$ cat config.mk
export PLATFORM = sky130hd
export DESIGN_NAME = lcbe_top
export DESIGN_NICKNAME = d
export VERILOG_FILES = /design/src/rtl/lcbe_pkg.sv /design/src/rtl/lcbe_contrast.sv /design/src/rtl/lcbe_range_meter.sv /design/src/rtl/lcbe_top.sv
export SDC_FILE = /design/constraint.sdc
export NUM_CORES = 1
export LEC_CHECK = 0
export BUFFER_PORTS_ARGS = -buffer_cell sky130_fd_sc_hd__buf_4
export CAP_MARGIN = 20
export CORE_UTILIZATION = 27
export DETAILED_ROUTE_END_ITERATION = 7
export GPL_TIMING_DRIVEN = 0
export PLACE_DENSITY = 0.42
export SLEW_MARGIN = 0
export SYNTH_ARGS = -nofsm -noshare
export SYNTH_HDL_FRONTEND = slang
export SYNTH_SLANG_ARGS = --single-unit
$ cat constraint.sdc
create_clock -name clk -period 17.2 [get_ports clk]
set_input_delay 3.44 -clock clk [delete_from_list [all_inputs] [get_ports clk]]
set_output_delay 3.44 -clock clk [all_outputs]
set_load 0.01 [all_outputs]
$ cat src/rtl/lcbe_pkg.sv
// Contract
// - each luma sample is multiplied by a six-bit contrast setting
// - contrast maps to gain zero to just under two (63/32); setting 32 is exactly unity
// - separate contrast settings for main and side picture
// - separate expander coefficient sets for main and side, chosen per sample
// - min and max of low-passed luma plus tilt coefficient give tilt point
// - below tilt point output is input plus gain times input minus tilt
// - at or above tilt point the expander passes the sample unchanged
// - inputs above the programmable upper threshold are never expanded
// - small measured range puts tilt at zero so nothing is expanded
package lcbe_pkg;

   localparam int LUMA_W = 10;
   localparam int CON_W = 6;
   localparam int COEF_W = 4;
   localparam logic [LUMA_W-1:0] LUMA_FULL = 10'h3ff;
   localparam logic [CON_W-1:0] CON_UNITY = 6'h20;
   localparam int CON_SHIFT = 5;
   localparam int GAIN_SHIFT = 4;
   localparam int LPF_SHIFT = 2;

   // register byte offsets
   localparam logic [7:0] OFS_CTRL = 8'h00;
   localparam logic [7:0] OFS_CON_MAIN = 8'h04;
   localparam logic [7:0] OFS_CON_SIDE = 8'h08;
   localparam logic [7:0] OFS_EXP_MAIN = 8'h0c;
   localparam logic [7:0] OFS_EXP_SIDE = 8'h10;
   localparam logic [7:0] OFS_UTHR_MAIN = 8'h14;
   localparam logic [7:0] OFS_UTHR_SIDE = 8'h18;
   localparam logic [7:0] OFS_RANGE_MIN = 8'h1c;
   localparam logic [7:0] OFS_MEAS = 8'h20;
   localparam logic [7:0] OFS_TILT = 8'h24;

   // field positions
   localparam int CTRL_EXP_EN = 0;
   localparam int EXP_GAIN_LSB = 0;
   localparam int EXP_COEF_LSB = 4;
   localparam int HI_HALF_LSB = 16;

   // reset values
   localparam logic RST_EXP_EN = 1'b0;
   localparam logic [COEF_W-1:0] RST_GAIN = 4'h0;
   localparam logic [COEF_W-1:0] RST_COEF = 4'h4;
   localparam logic [LUMA_W-1:0] RST_UTHR = 10'h3ff;
   localparam logic [LUMA_W-1:0] RST_RANGE_MIN = 10'h100;

   // clamp a signed intermediate to the luma range
   function automatic logic [LUMA_W-1:0] lcbe_sat(input logic signed [17:0] v);
      if (v < 18'sd0) begin
         return '0;
      end
      if (v > $signed({8'h00, LUMA_FULL})) begin
         return LUMA_FULL;
      end
      return v[LUMA_W-1:0];
   endfunction

   // tilt point from measured range and coefficient, zero for small range
   function automatic logic [LUMA_W-1:0] lcbe_tilt(input logic [LUMA_W-1:0] mn,
         input logic [LUMA_W-1:0] mx, input logic [COEF_W-1:0] coef,
         input logic [LUMA_W-1:0] rangeMin);
      logic [LUMA_W-1:0] rng;
      logic [13:0] prod;
      rng = mx - mn;
      prod = rng * coef;
      if (rng < rangeMin) begin
         return '0;
      end
      return mn + prod[13:GAIN_SHIFT];
   endfunction

endpackage

$ cat src/rtl/lcbe_contrast.sv
`timescale 1ns/1ps
module lcbe_contrast
   import lcbe_pkg::*;
(
   input wire logic clk,
   input wire logic rst,
   input wire logic [LUMA_W-1:0] lumaIn,
   input wire logic lumaValid,
   input wire logic sideSel,
   input wire logic [CON_W-1:0] conMain,
   input wire logic [CON_W-1:0] conSide,
   output logic [LUMA_W-1:0] lumaQ,
   output logic validQ,
   output logic sideQ
);

   logic [CON_W-1:0] conSel;
   logic [15:0] prod;

   // gain is setting / 32, so 32 is unity and 63 just under two
   assign conSel = sideSel ? conSide : conMain;
   assign prod = lumaIn * conSel;

   // scaled sample, clamped to full scale
   always_ff @(posedge clk) begin
      if (rst) begin
         lumaQ <= '0;
         validQ <= 1'b0;
         sideQ <= 1'b0;
      end else begin
         lumaQ <= lcbe_sat($signed({2'b00, prod}) >>> CON_SHIFT);
         validQ <= lumaValid;
         sideQ <= sideSel;
      end
   end
endmodule

$ cat src/rtl/lcbe_range_meter.sv
`timescale 1ns/1ps
module lcbe_range_meter
   import lcbe_pkg::*;
(
   input wire logic clk,
   input wire logic rst,
   input wire logic [LUMA_W-1:0] luma,
   input wire logic lumaValid,
   input wire logic fieldStart,
   output logic [LUMA_W-1:0] measMin,
   output logic [LUMA_W-1:0] measMax,
   output logic measValid
);

   logic [LUMA_W-1:0] lpQ;
   logic [LUMA_W-1:0] runMinQ;
   logic [LUMA_W-1:0] runMaxQ;
   logic seenQ;
   logic signed [LUMA_W:0] step;
   logic [LUMA_W-1:0] lpNext;

   // filter step and the filter output that includes this sample
   assign step = ($signed({1'b0, luma}) - $signed({1'b0, lpQ})) >>> LPF_SHIFT;
   assign lpNext = LUMA_W'($signed({1'b0, lpQ}) + step);

   // first-order low-pass of the luma stream
   always_ff @(posedge clk) begin
      if (rst) begin
         lpQ <= '0;
      end else if (lumaValid) begin
         lpQ <= lpNext;
      end
   end

   // running extremes over one field, handed over at the field boundary
   always_ff @(posedge clk) begin
      if (rst) begin
         runMinQ <= LUMA_FULL;
         runMaxQ <= '0;
         seenQ <= 1'b0;
         measMin <= '0;
         measMax <= '0;
         measValid <= 1'b0;
      end else begin
         measValid <= fieldStart && seenQ;
         if (fieldStart) begin
            if (seenQ) begin
               measMin <= runMinQ;
               measMax <= runMaxQ;
            end
            runMinQ <= LUMA_FULL;
            runMaxQ <= '0;
            seenQ <= 1'b0;
         end else if (lumaValid) begin
            seenQ <= 1'b1;
            // extremes follow the filter output, this sample included
            if (lpNext < runMinQ) runMinQ <= lpNext;
            if (lpNext > runMaxQ) runMaxQ <= lpNext;
         end
      end
   end
endmodule

$ cat src/rtl/lcbe_top.sv
`timescale 1ns/1ps
module lcbe_top
   import lcbe_pkg::*;
(
   input wire logic clk,
   input wire logic rst,
   input wire logic cyc_i,
   input wire logic stb_i,
   input wire logic we_i,
   input wire logic [7:0] adr_i,
   input wire logic [31:0] dat_i,
   input wire logic [3:0] sel_i,
   output logic [31:0] dat_o,
   output logic ack_o,
   input wire logic [LUMA_W-1:0] lumaIn,
   input wire logic lumaValid,
   input wire logic sideSel,
   input wire logic fieldStart,
   output logic [LUMA_W-1:0] lumaOut,
   output logic lumaOutValid,
   output logic lumaOutSide
);

   // control registers
   logic expEnQ;
   logic [CON_W-1:0] conMainQ;
   logic [CON_W-1:0] conSideQ;
   logic [COEF_W-1:0] gainMainQ;
   logic [COEF_W-1:0] gainSideQ;
   logic [COEF_W-1:0] coefMainQ;
   logic [COEF_W-1:0] coefSideQ;
   logic [LUMA_W-1:0] uthrMainQ;
   logic [LUMA_W-1:0] uthrSideQ;
   logic [LUMA_W-1:0] rangeMinQ;
   logic [LUMA_W-1:0] tiltMainQ;
   logic [LUMA_W-1:0] tiltSideQ;

   // bus handshake
   logic ackQ;
   logic [31:0] datOQ;
   logic wrEn;
   logic [31:0] rdData;
   logic [31:0] wrWord;

   // pipeline nets
   logic [LUMA_W-1:0] conLuma;
   logic conValid;
   logic conSide;
   logic [LUMA_W-1:0] measMin;
   logic [LUMA_W-1:0] measMax;
   logic measValid;

   // expander nets
   logic [LUMA_W-1:0] tiltSel;
   logic [LUMA_W-1:0] uthrSel;
   logic [COEF_W-1:0] gainSel;
   logic doExpand;
   logic signed [LUMA_W:0] diff;
   logic signed [15:0] term;
   logic [LUMA_W-1:0] expanded;
   logic [LUMA_W-1:0] lumaOutQ;
   logic outValidQ;
   logic outSideQ;

   // byte-lane merge of a write into a register image
   function automatic logic [31:0] merge(input logic [31:0] old, input logic [31:0] wr,
         input logic [3:0] sel);
      logic [31:0] res;
      res = old;
      for (int i = 0; i < 4; i++) begin
         if (sel[i]) res[i*8 +: 8] = wr[i*8 +: 8];
      end
      return res;
   endfunction

   // ack one cycle after the strobe, dropped the cycle after
   always_ff @(posedge clk) begin
      if (rst) begin
         ackQ <= 1'b0;
      end else begin
         ackQ <= cyc_i && stb_i && !ackQ;
      end
   end

   assign ack_o = ackQ;
   assign wrEn = cyc_i && stb_i && we_i && ackQ;

   // read mux, unmapped addresses read zero
   always_comb begin
      rdData = '0;
      case (adr_i)
         OFS_CTRL: rdData[CTRL_EXP_EN] = expEnQ;
         OFS_CON_MAIN: rdData[CON_W-1:0] = conMainQ;
         OFS_CON_SIDE: rdData[CON_W-1:0] = conSideQ;
         OFS_EXP_MAIN: rdData[7:0] = {coefMainQ, gainMainQ};
         OFS_EXP_SIDE: rdData[7:0] = {coefSideQ, gainSideQ};
         OFS_UTHR_MAIN: rdData[LUMA_W-1:0] = uthrMainQ;
         OFS_UTHR_SIDE: rdData[LUMA_W-1:0] = uthrSideQ;
         OFS_RANGE_MIN: rdData[LUMA_W-1:0] = rangeMinQ;
         OFS_MEAS: begin
            rdData[LUMA_W-1:0] = measMin;
            rdData[HI_HALF_LSB +: LUMA_W] = measMax;
         end
         OFS_TILT: begin
            rdData[LUMA_W-1:0] = tiltMainQ;
            rdData[HI_HALF_LSB +: LUMA_W] = tiltSideQ;
         end
         default: rdData = '0;
      endcase
   end

   // write image: the addressed register with the enabled lanes replaced
   assign wrWord = merge(rdData, dat_i, sel_i);

   // read data captured with the ack
   always_ff @(posedge clk) begin
      if (rst) begin
         datOQ <= '0;
      end else if (cyc_i && stb_i && !ackQ) begin
         datOQ <= we_i ? 32'h0000_0000 : rdData;
      end
   end

   assign dat_o = datOQ;

   // register writes, applied at the ack edge
   always_ff @(posedge clk) begin
      if (rst) begin
         expEnQ <= RST_EXP_EN;
         conMainQ <= CON_UNITY;
         conSideQ <= CON_UNITY;
         gainMainQ <= RST_GAIN;
         gainSideQ <= RST_GAIN;
         coefMainQ <= RST_COEF;
         coefSideQ <= RST_COEF;
         uthrMainQ <= RST_UTHR;
         uthrSideQ <= RST_UTHR;
         rangeMinQ <= RST_RANGE_MIN;
      end else if (wrEn) begin
         case (adr_i)
            OFS_CTRL: expEnQ <= wrWord[CTRL_EXP_EN];
            OFS_CON_MAIN: conMainQ <= wrWord[CON_W-1:0];
            OFS_CON_SIDE: conSideQ <= wrWord[CON_W-1:0];
            OFS_EXP_MAIN: begin
               gainMainQ <= wrWord[EXP_GAIN_LSB +: COEF_W];
               coefMainQ <= wrWord[EXP_COEF_LSB +: COEF_W];
            end
            OFS_EXP_SIDE: begin
               gainSideQ <= wrWord[EXP_GAIN_LSB +: COEF_W];
               coefSideQ <= wrWord[EXP_COEF_LSB +: COEF_W];
            end
            OFS_UTHR_MAIN: uthrMainQ <= wrWord[LUMA_W-1:0];
            OFS_UTHR_SIDE: uthrSideQ <= wrWord[LUMA_W-1:0];
            OFS_RANGE_MIN: rangeMinQ <= wrWord[LUMA_W-1:0];
            default: expEnQ <= expEnQ;
         endcase
      end
   end

   // contrast stage
   lcbe_contrast uContrast (
      .clk(clk),
      .rst(rst),
      .lumaIn(lumaIn),
      .lumaValid(lumaValid),
      .sideSel(sideSel),
      .conMain(conMainQ),
      .conSide(conSideQ),
      .lumaQ(conLuma),
      .validQ(conValid),
      .sideQ(conSide)
   );

   // field extremes of the contrast-scaled luma
   lcbe_range_meter uMeter (
      .clk(clk),
      .rst(rst),
      .luma(conLuma),
      .lumaValid(conValid),
      .fieldStart(fieldStart),
      .measMin(measMin),
      .measMax(measMax),
      .measValid(measValid)
   );

   // tilt points refreshed once per field for each picture
   always_ff @(posedge clk) begin
      if (rst) begin
         tiltMainQ <= '0;
         tiltSideQ <= '0;
      end else if (measValid) begin
         tiltMainQ <= lcbe_tilt(measMin, measMax, coefMainQ, rangeMinQ);
         tiltSideQ <= lcbe_tilt(measMin, measMax, coefSideQ, rangeMinQ);
      end
   end

   // per-picture coefficient set
   assign tiltSel = conSide ? tiltSideQ : tiltMainQ;
   assign uthrSel = conSide ? uthrSideQ : uthrMainQ;
   assign gainSel = conSide ? gainSideQ : gainMainQ;

   // expand only below tilt and not above the upper threshold
   assign doExpand = expEnQ && conLuma < tiltSel && conLuma <= uthrSel;
   assign diff = $signed({1'b0, conLuma}) - $signed({1'b0, tiltSel});
   assign term = (16'(diff) * $signed({1'b0, gainSel})) >>> GAIN_SHIFT;
   assign expanded = lcbe_sat(18'($signed({1'b0, conLuma})) + 18'(term));

   // expander output register
   always_ff @(posedge clk) begin
      if (rst) begin
         lumaOutQ <= '0;
         outValidQ <= 1'b0;
         outSideQ <= 1'b0;
      end else begin
         lumaOutQ <= doExpand ? expanded : conLuma;
         outValidQ <= conValid;
         outSideQ <= conSide;
      end
   end

   assign lumaOut = lumaOutQ;
   assign lumaOutValid = outValidQ;
   assign lumaOutSide = outSideQ;
endmodule

==> results of run 1 <==
-- logic make-up after synthesis --
kind of cell,count (synthesis),share of synthesized area [%]
and+or+nand+nor,670,19.3
AOI/OAI and AO/OA,365,15.9
adders and majority gates,276,26.3
buffers and inverters,272,6.94
DFF,176,22.4
xor gates and xnor gates,77,4.34
muxes,72,4.75
other,1,0.0239
-- synth_stat cells, types with 3 or more instances --
library cell / instances
o41a_1: 3
xnor2_1: 53
a22o_1: 9
ha_1: 186
nand2b_1: 21
o2111ai_1: 3
a21oi_1: 124
fa_1: 90
o21a_1: 24
buf_6: 3
mux2_2: 9
o21ai_0: 35
or2_2: 5
or3_1: 4
mux2_4: 3
buf_1: 5
dfxtp_1: 176
a211o_1: 19
a21o_1: 18
o31ai_1: 4
a31o_2: 3
xor2_1: 23
nor2_1: 232
nand3b_1: 10
and2_1: 45
nand3_1: 35
o31a_1: 4
a211oi_1: 9
inv_1: 190
buf_4: 12
clkbuf_1: 60
nor3_1: 26
a21boi_0: 8
nand4_1: 5
o211ai_1: 5
a221oi_1: 14
and3_1: 12
nand2_1: 216
nor4_1: 7
a22oi_1: 50
and4_1: 4
nor3b_1: 3
nor2b_1: 35
mux2i_1: 60
-- report_power, final --
group	switching, W	internal, W
registers	0.0000237	0.000430
logic	0.000343	0.000251
clock network	0.000187	0.000214
total	0.000553	0.000895
-- per-stage QoR --
stage / instances / util (%) / cell area [sq um] / power (W) / hold WS, ns
floorplan: 1920 / - / 15800 / 0.000902 / 0.432
finish: 2792 / 31.0 / 17900 / 0.00145 / 0.466
global placement: 2753 / 29.9 / 17200 / 0.00105 / 0.456
detailed placement: 2758 / 30.0 / 17300 / 0.00106 / 0.460
global route: 2792 / 31.0 / 17900 / 0.00157 / 0.495
CTS: 2790 / 31.0 / 17900 / 0.00146 / 0.471
-- critical path, delay by kind of cell (launching register included) --
| kind | cells | cell delay (ns) |
|---|---|---|
| compound gates | 12 | 2.28 |
| xor+xnor | 2 | 0.55 |
| fa+ha+maj | 7 | 2.61 |
| buf+inv | 5 | 0.88 |
| flops | 1 | 0.33 |
| mux | 1 | 0.32 |
| simple gates | 5 | 0.64 |
-- final cells by class --
| type | count | area share [%] |
|---|---|---|
| buffer | 82 | 2.11 |
| clock buffer | 20 | 2.61 |
| clock inverter | 12 | 0.686 |
| inverter | 190 | 3.99 |
| multi-input combinational | 1472 | 62.4 |
| sequential | 176 | 19.7 |
| tap | 765 | 5.35 |
| timing repair buffer | 75 | 3.18 |
-- routing by layer --
| layer | vias up | routed length (um) |
|---|---|---|
| met5 | - | 0 |
| met4 | 0 | 753 |
| met3 | 49 | 1740 |
| met2 | 283 | 23000 |
| met1 | 6670 | 25500 |
| li1 | 6670 | - |
-- how the worst max path moves through the flow --
stage	depth (start not counted)	slack [ns]	start	to
after CTS	32	9.38	uContrast.sideQ	lumaOut[7]
final	32	9.40	uContrast.sideQ	lumaOut[7]
after global routing	32	8.80	uContrast.sideQ	lumaOut[7]
after detailed placement	20	8.90	sideSel	uContrast.lumaQ[3]
after global placement	20	8.93	sideSel	uContrast.lumaQ[2]
after floorplan	18	9.51	sideSel	uContrast.lumaQ[7]
==> results.toml, run 1 <==
[status]
outcome = "completed"

[clock_tree]
cts_buffers = 17
post_cts_buffers = 0
clk_latency_ns = 0.47
cts_tree = "built"
hold_buffers = 0
numClockSinks = 176
cts_max_level = 4
path_clk_slew_ns = 0.07
cts.path.max_buffers = 2
cts_resized = 0
cts_root_buf = "clkbuf_16"

[worst_setup_path]
worstRegToRegCells = 32
cp-start-kind = "register"
slowest_delay_ns = 0.58
cp_max_fo = 10
endpoint_kind = "register"
arrival_ns = 8.10
r2r-start = "uContrast.sideQ"
slowest_stage = "clkbuf_1"
rrSetupSlack_ns = 9.40
r2r-end = "lumaOut[7]"
required_ns = 17.50
critPathKind = "register to register"

[sta]
rsz0062_at_grt = "false"
timing.fmax_mhz = 128
period_needed_ns = 7.80
maxSlewHeadroom_pct = 28.3
tightest_slew_ns = 1.07
setup_ws_ns = 9.40
fin_crit_sh_pct = 45.4
drv_slew = 0
fin_tns_setup_ns = 0
hold_viol_final = 0
fin_skew_ns = 0.0148
finalSetupViolations = 0

[place]
hpwlAfterDp_um = 40900
post-place-ws_ns = 8.90
place_congestion = 0.865
io_buffer_count = 68

[die]
rows = 88
io_pins = 107
core_sq_um = 57600
die_h_um = 243
die-area_sq_um = 59200
fp.dieW_um = 243
initial_utilization_pct = 27.3

[finish]
multi_input_area_sq_um = 11100
seq_area_sq_um = 3520
largest_register_ffs = 20
drive_above_1_share_pct = 7.75
area_growth_pct = 13.8
layout_commonest_cell = "nor2_1"
nNetsFinal = 2352
layout_common_cells = "232 x nor2_1, 216 x nand2_1, 190 x inv_1"
nFillCells = 6087
num_antenna_cells = 0

[routing]
via_count = 13672
drc = 0
wire_per_inst_um = 18.2
drtAntennaViolNets = 0
drt_first_pass_iters = 6
finalWirelength_um = 50900
drtIter0Drc = 788
via_per_inst = 4.90

[worst_hold_path]
whs_endpoint = "uMeter.measMax[3]"
hold_path_depth = 2
worstHoldStart = "uMeter.runMaxQ[3]"
min_path_type = "register to register"

[synthesis]
yosysSeqAreaShare_pct = 22.4
synth_top_area_share_pct = 22.4
syn_area_sq_um = 15700
syn_inst = 1909
synth_seq_cells = 176
synth.distinct_cells = 79
postSynthAreaPerCell_sq_um = 8.23
synthTopCellsByArea = "dfxtp_1 22%, ha_1 15%, fa_1 11%"
yosysWarningCount = 0
synth_edf_count = 0
ys_async_sr_fraction_pct = 0
synth_top_flop_cell = "dfxtp_1"
yosysTopAreaCell = "dfxtp_1"

[pwr]
p_per_area_nw_per_um2 = 81.0
leakagePower_nw = 8.05
peakVddDrop_mv = 0.0628

[grt]
grt_busiest_layer = "met2"
grt_pass1_wl_um = 79400
grt_use_met3_pct = 1.93
antenna_found_initial = 0
gr-usage-met1_pct = 24.8
grt_remaining_overflow = 0
grt_max_degree = 17
use_met2_pct = 27.9
grt_use_total_pct = 17.4
first_global_vias = 13437

[flow_run]
maxCapViolCount = 0
Note: power is estimated with default switching activity, not from simulation.
==> inputs of run 2 (changes only) <==
--- a/config.mk
+++ b/config.mk
@@ -5,12 +5,13 @@
 export SDC_FILE = /design/constraint.sdc
 export NUM_CORES = 1
 export LEC_CHECK = 0
+export ABC_AREA = 1
 export BUFFER_PORTS_ARGS = -buffer_cell sky130_fd_sc_hd__buf_4
 export CAP_MARGIN = 20
 export CORE_UTILIZATION = 27
 export DETAILED_ROUTE_END_ITERATION = 7
 export GPL_TIMING_DRIVEN = 0
-export PLACE_DENSITY = 0.42
+export PLACE_DENSITY = 0.43
 export SLEW_MARGIN = 0
 export SYNTH_ARGS = -nofsm -noshare
 export SYNTH_HDL_FRONTEND = slang
==> constraint.sdc (replaced) <==
create_clock -name clk -period 7 [get_ports clk]
set_input_delay 1.4 -clock clk [delete_from_list [all_inputs] [get_ports clk]]
set_output_delay 1.4 -clock clk [all_outputs]
set_load 0.01 [all_outputs]
==> run 2 against run 1 <==
  * Combinational power rose to 4.8 times the previous value
  * Worst setup slack got worse by 8.9 ns
  * Sequential share of layout area fell by 0.97 points
  * Via count rose by 11%
  * Die area rose by 4.3%
  * Sequential power rose to 2.6 times the previous value
  * Clock skew barely moved
  * Critical path depth rose by 6
  * Largest power group unchanged
  * Highest routed layer unchanged
==> results.toml, run 2 <==
[finish]
area_growth_pct = 14.8
drive_above_1_share_pct = 8.21
num_antenna_cells = 0
layout_common_cells = "459 x nand2_1, 414 x inv_1, 266 x a21oi_1"
layout_commonest_cell = "nand2_1"
largest_register_ffs = 20
nNetsFinal = 2786
final_core_utilization_pct = 31.7

[routing]
wire_per_inst_um = 17.1
drt_first_pass_iters = 5
drc = 0
via_per_inst = 4.71
drtIter0Drc = 812
drtAntennaViolNets = 0
via_count = 15241
finalWirelength_um = 55200

[clock_tree]
path_clk_slew_ns = 0.07
cts_tree = "built"
cts.path.max_buffers = 2
cts_max_level = 4
clk_latency_ns = 0.47
cts_buffers = 17
cts_root_buf = "clkbuf_16"
numClockSinks = 176

[worst_setup_path]
slowest_delay_ns = 0.56
slowest_stage = "fa_1"
arrival_ns = 6.87
required_ns = 7.32
endpoint_kind = "register"
worstSetupStartpoint = "uContrast.sideQ"
critPathKind = "register to register"
cp_max_fo = 10
crit_top_cell = "nand2_1"
r2r-start = "uContrast.sideQ"
cp-start-kind = "register"

[worst_hold_path]
min_path_type = "register to register"
worstHoldStart = "dat_o[7]"

[grt]
grt_use_total_pct = 18.0
grt_max_degree = 19
grt_pass1_wl_um = 86000
antenna_found_initial = 2
first_global_vias = 14951
grt_remaining_overflow = 0

[sta]
hold_viol_final = 0
timing.fmax_mhz = 153
fin_skew_ns = 0.0146
drv_slew = 0
period_needed_ns = 6.55
fin_crit_sh_pct = 93.5
rsz0062_at_grt = "true"
finalSetupViolations = 0
fin_tns_setup_ns = 0
tightest_slew_ns = 0.981
maxSlewHeadroom_pct = 33.9

[pwr]
peakVddDrop_mv = 0.169
power_w = 0.00498
leakagePower_nw = 9.24
p_per_area_nw_per_um2 = 265

[die]
core_sq_um = 59500
initial_utilization_pct = 27.6
die-area_sq_um = 61700
rows = 89
die_h_um = 248
fp.dieW_um = 248
io_pins = 107

[synthesis]
yosysMostFrequentCell = "nand2_1"
synth.distinct_cells = 50
yosysTopAreaCell = "dfxtp_1"
synth_top_flop_cell = "dfxtp_1"
synth_top_area_share_pct = 21.5
syn_inst = 2338
ys_async_sr_fraction_pct = 0
synth_edf_count = 0
syn_area_sq_um = 16400
synth_seq_cells = 176
synth_commonest_cells = "462 x nand2_1, 415 x inv_1, 270 x a21oi_1"
synthTopCellsByArea = "dfxtp_1 21%, ha_1 14%, fa_1 11%"
postSynthAreaPerCell_sq_um = 7.01
yosysWarningCount = 0
yosysSeqAreaShare_pct = 21.5

[status]
outcome = "completed"

[place]
hpwlAfterDp_um = 46300
place_congestion = 0.897
io_buffer_count = 68

[flow_run]
maxCapViolCount = 0
==> run 2: what timing repair did <==
action | in CTS | in global routing
buffers inserted | 0 | 8
setup endpoints to repair | 10 | 14
resized for setup | 9 | 49
gates cloned | 0 | 1
hold buffers | 0 | 0
pin swaps | 0 | 10
==> run 2: cells by family (layout without fill, tap and decap cells) <==
logic type,count (synthesis),after routing,synth area share (%)
AO/OA/AOI/OAI,534,534,17.5
other,1,12,0.0229
buffers and inverters,488,599,11.8
flip-flops,176,176,21.5
multiplexers,3,3,0.183
AND/OR/NAND/NOR,789,790,20.0
XOR/XNOR,71,71,3.79
adder cells (fa/ha/maj),276,276,25.2
==> run 2: worst max-delay path, delay by kind of cell, from the launching register on <==
kind | cells | cell delay (ns)
buffers and inverters | 6 | 0.64
adders and majority gates | 7 | 2.65
AOI/OAI and AO/OA | 5 | 0.66
and+or+nand+nor | 19 | 2.00
DFF | 1 | 0.39
xor gates and xnor gates | 1 | 0.08
==> run 2: final timing paths <==
check                           cells past startpoint          to  slack, ns
worst max-delay path                               38  lumaOut[9]       0.45
worst min-delay path                                2    dat_o[7]       0.47
worst max register to register                     38  lumaOut[9]       0.45
worst min register to register                      2    dat_o[7]       0.47
==> run 2: per-stage QoR <==
step	std cells	hold slack, ns	instance area (sq um)	setup slack [ns]
2_1_floorplan	2349	0.440	16400	0.938
3_3_place_gp	3190	0.450	17900	-0.265
3_5_place_dp	3193	0.457	17900	-0.279
4_1_cts	3225	0.468	18500	0.0879
5_1_grt	3234	0.483	18800	-0.0276
6_report	3234	0.467	18800	0.454
==> run 2: final cells by class <==
class                      count  area [sq um]
sequential                   176          3530
inverter                     419          1580
buffer                        69           379
tap                          773           967
timing repair buffer          79           606
clock inverter                14           141
clock buffer                  18           429
multi-input combinational   1686         11200
fill                        6533         40600
==> run 2: layer usage <==
| metal | share of wire (%) | GRT usage [%] | up-vias |
|---|---|---|---|
| li1 | - | - | 7749 |
| met4 | 2.6 | 5.75 | 0 |
| met1 | 49 | 25.3 | 7117 |
| met5 | 0 | 0 | - |
| met3 | 4.3 | 2.77 | 65 |
| met2 | 44 | 28.2 | 310 |
==> run 2: power breakdown <==
group | total (W) | internal, W | switching [W]
Sequential | 0.00119 | 0.00107 | 0.000116
Clock | 0.000965 | 0.000475 | 0.000490
Combinational | 0.00283 | 0.00106 | 0.00177
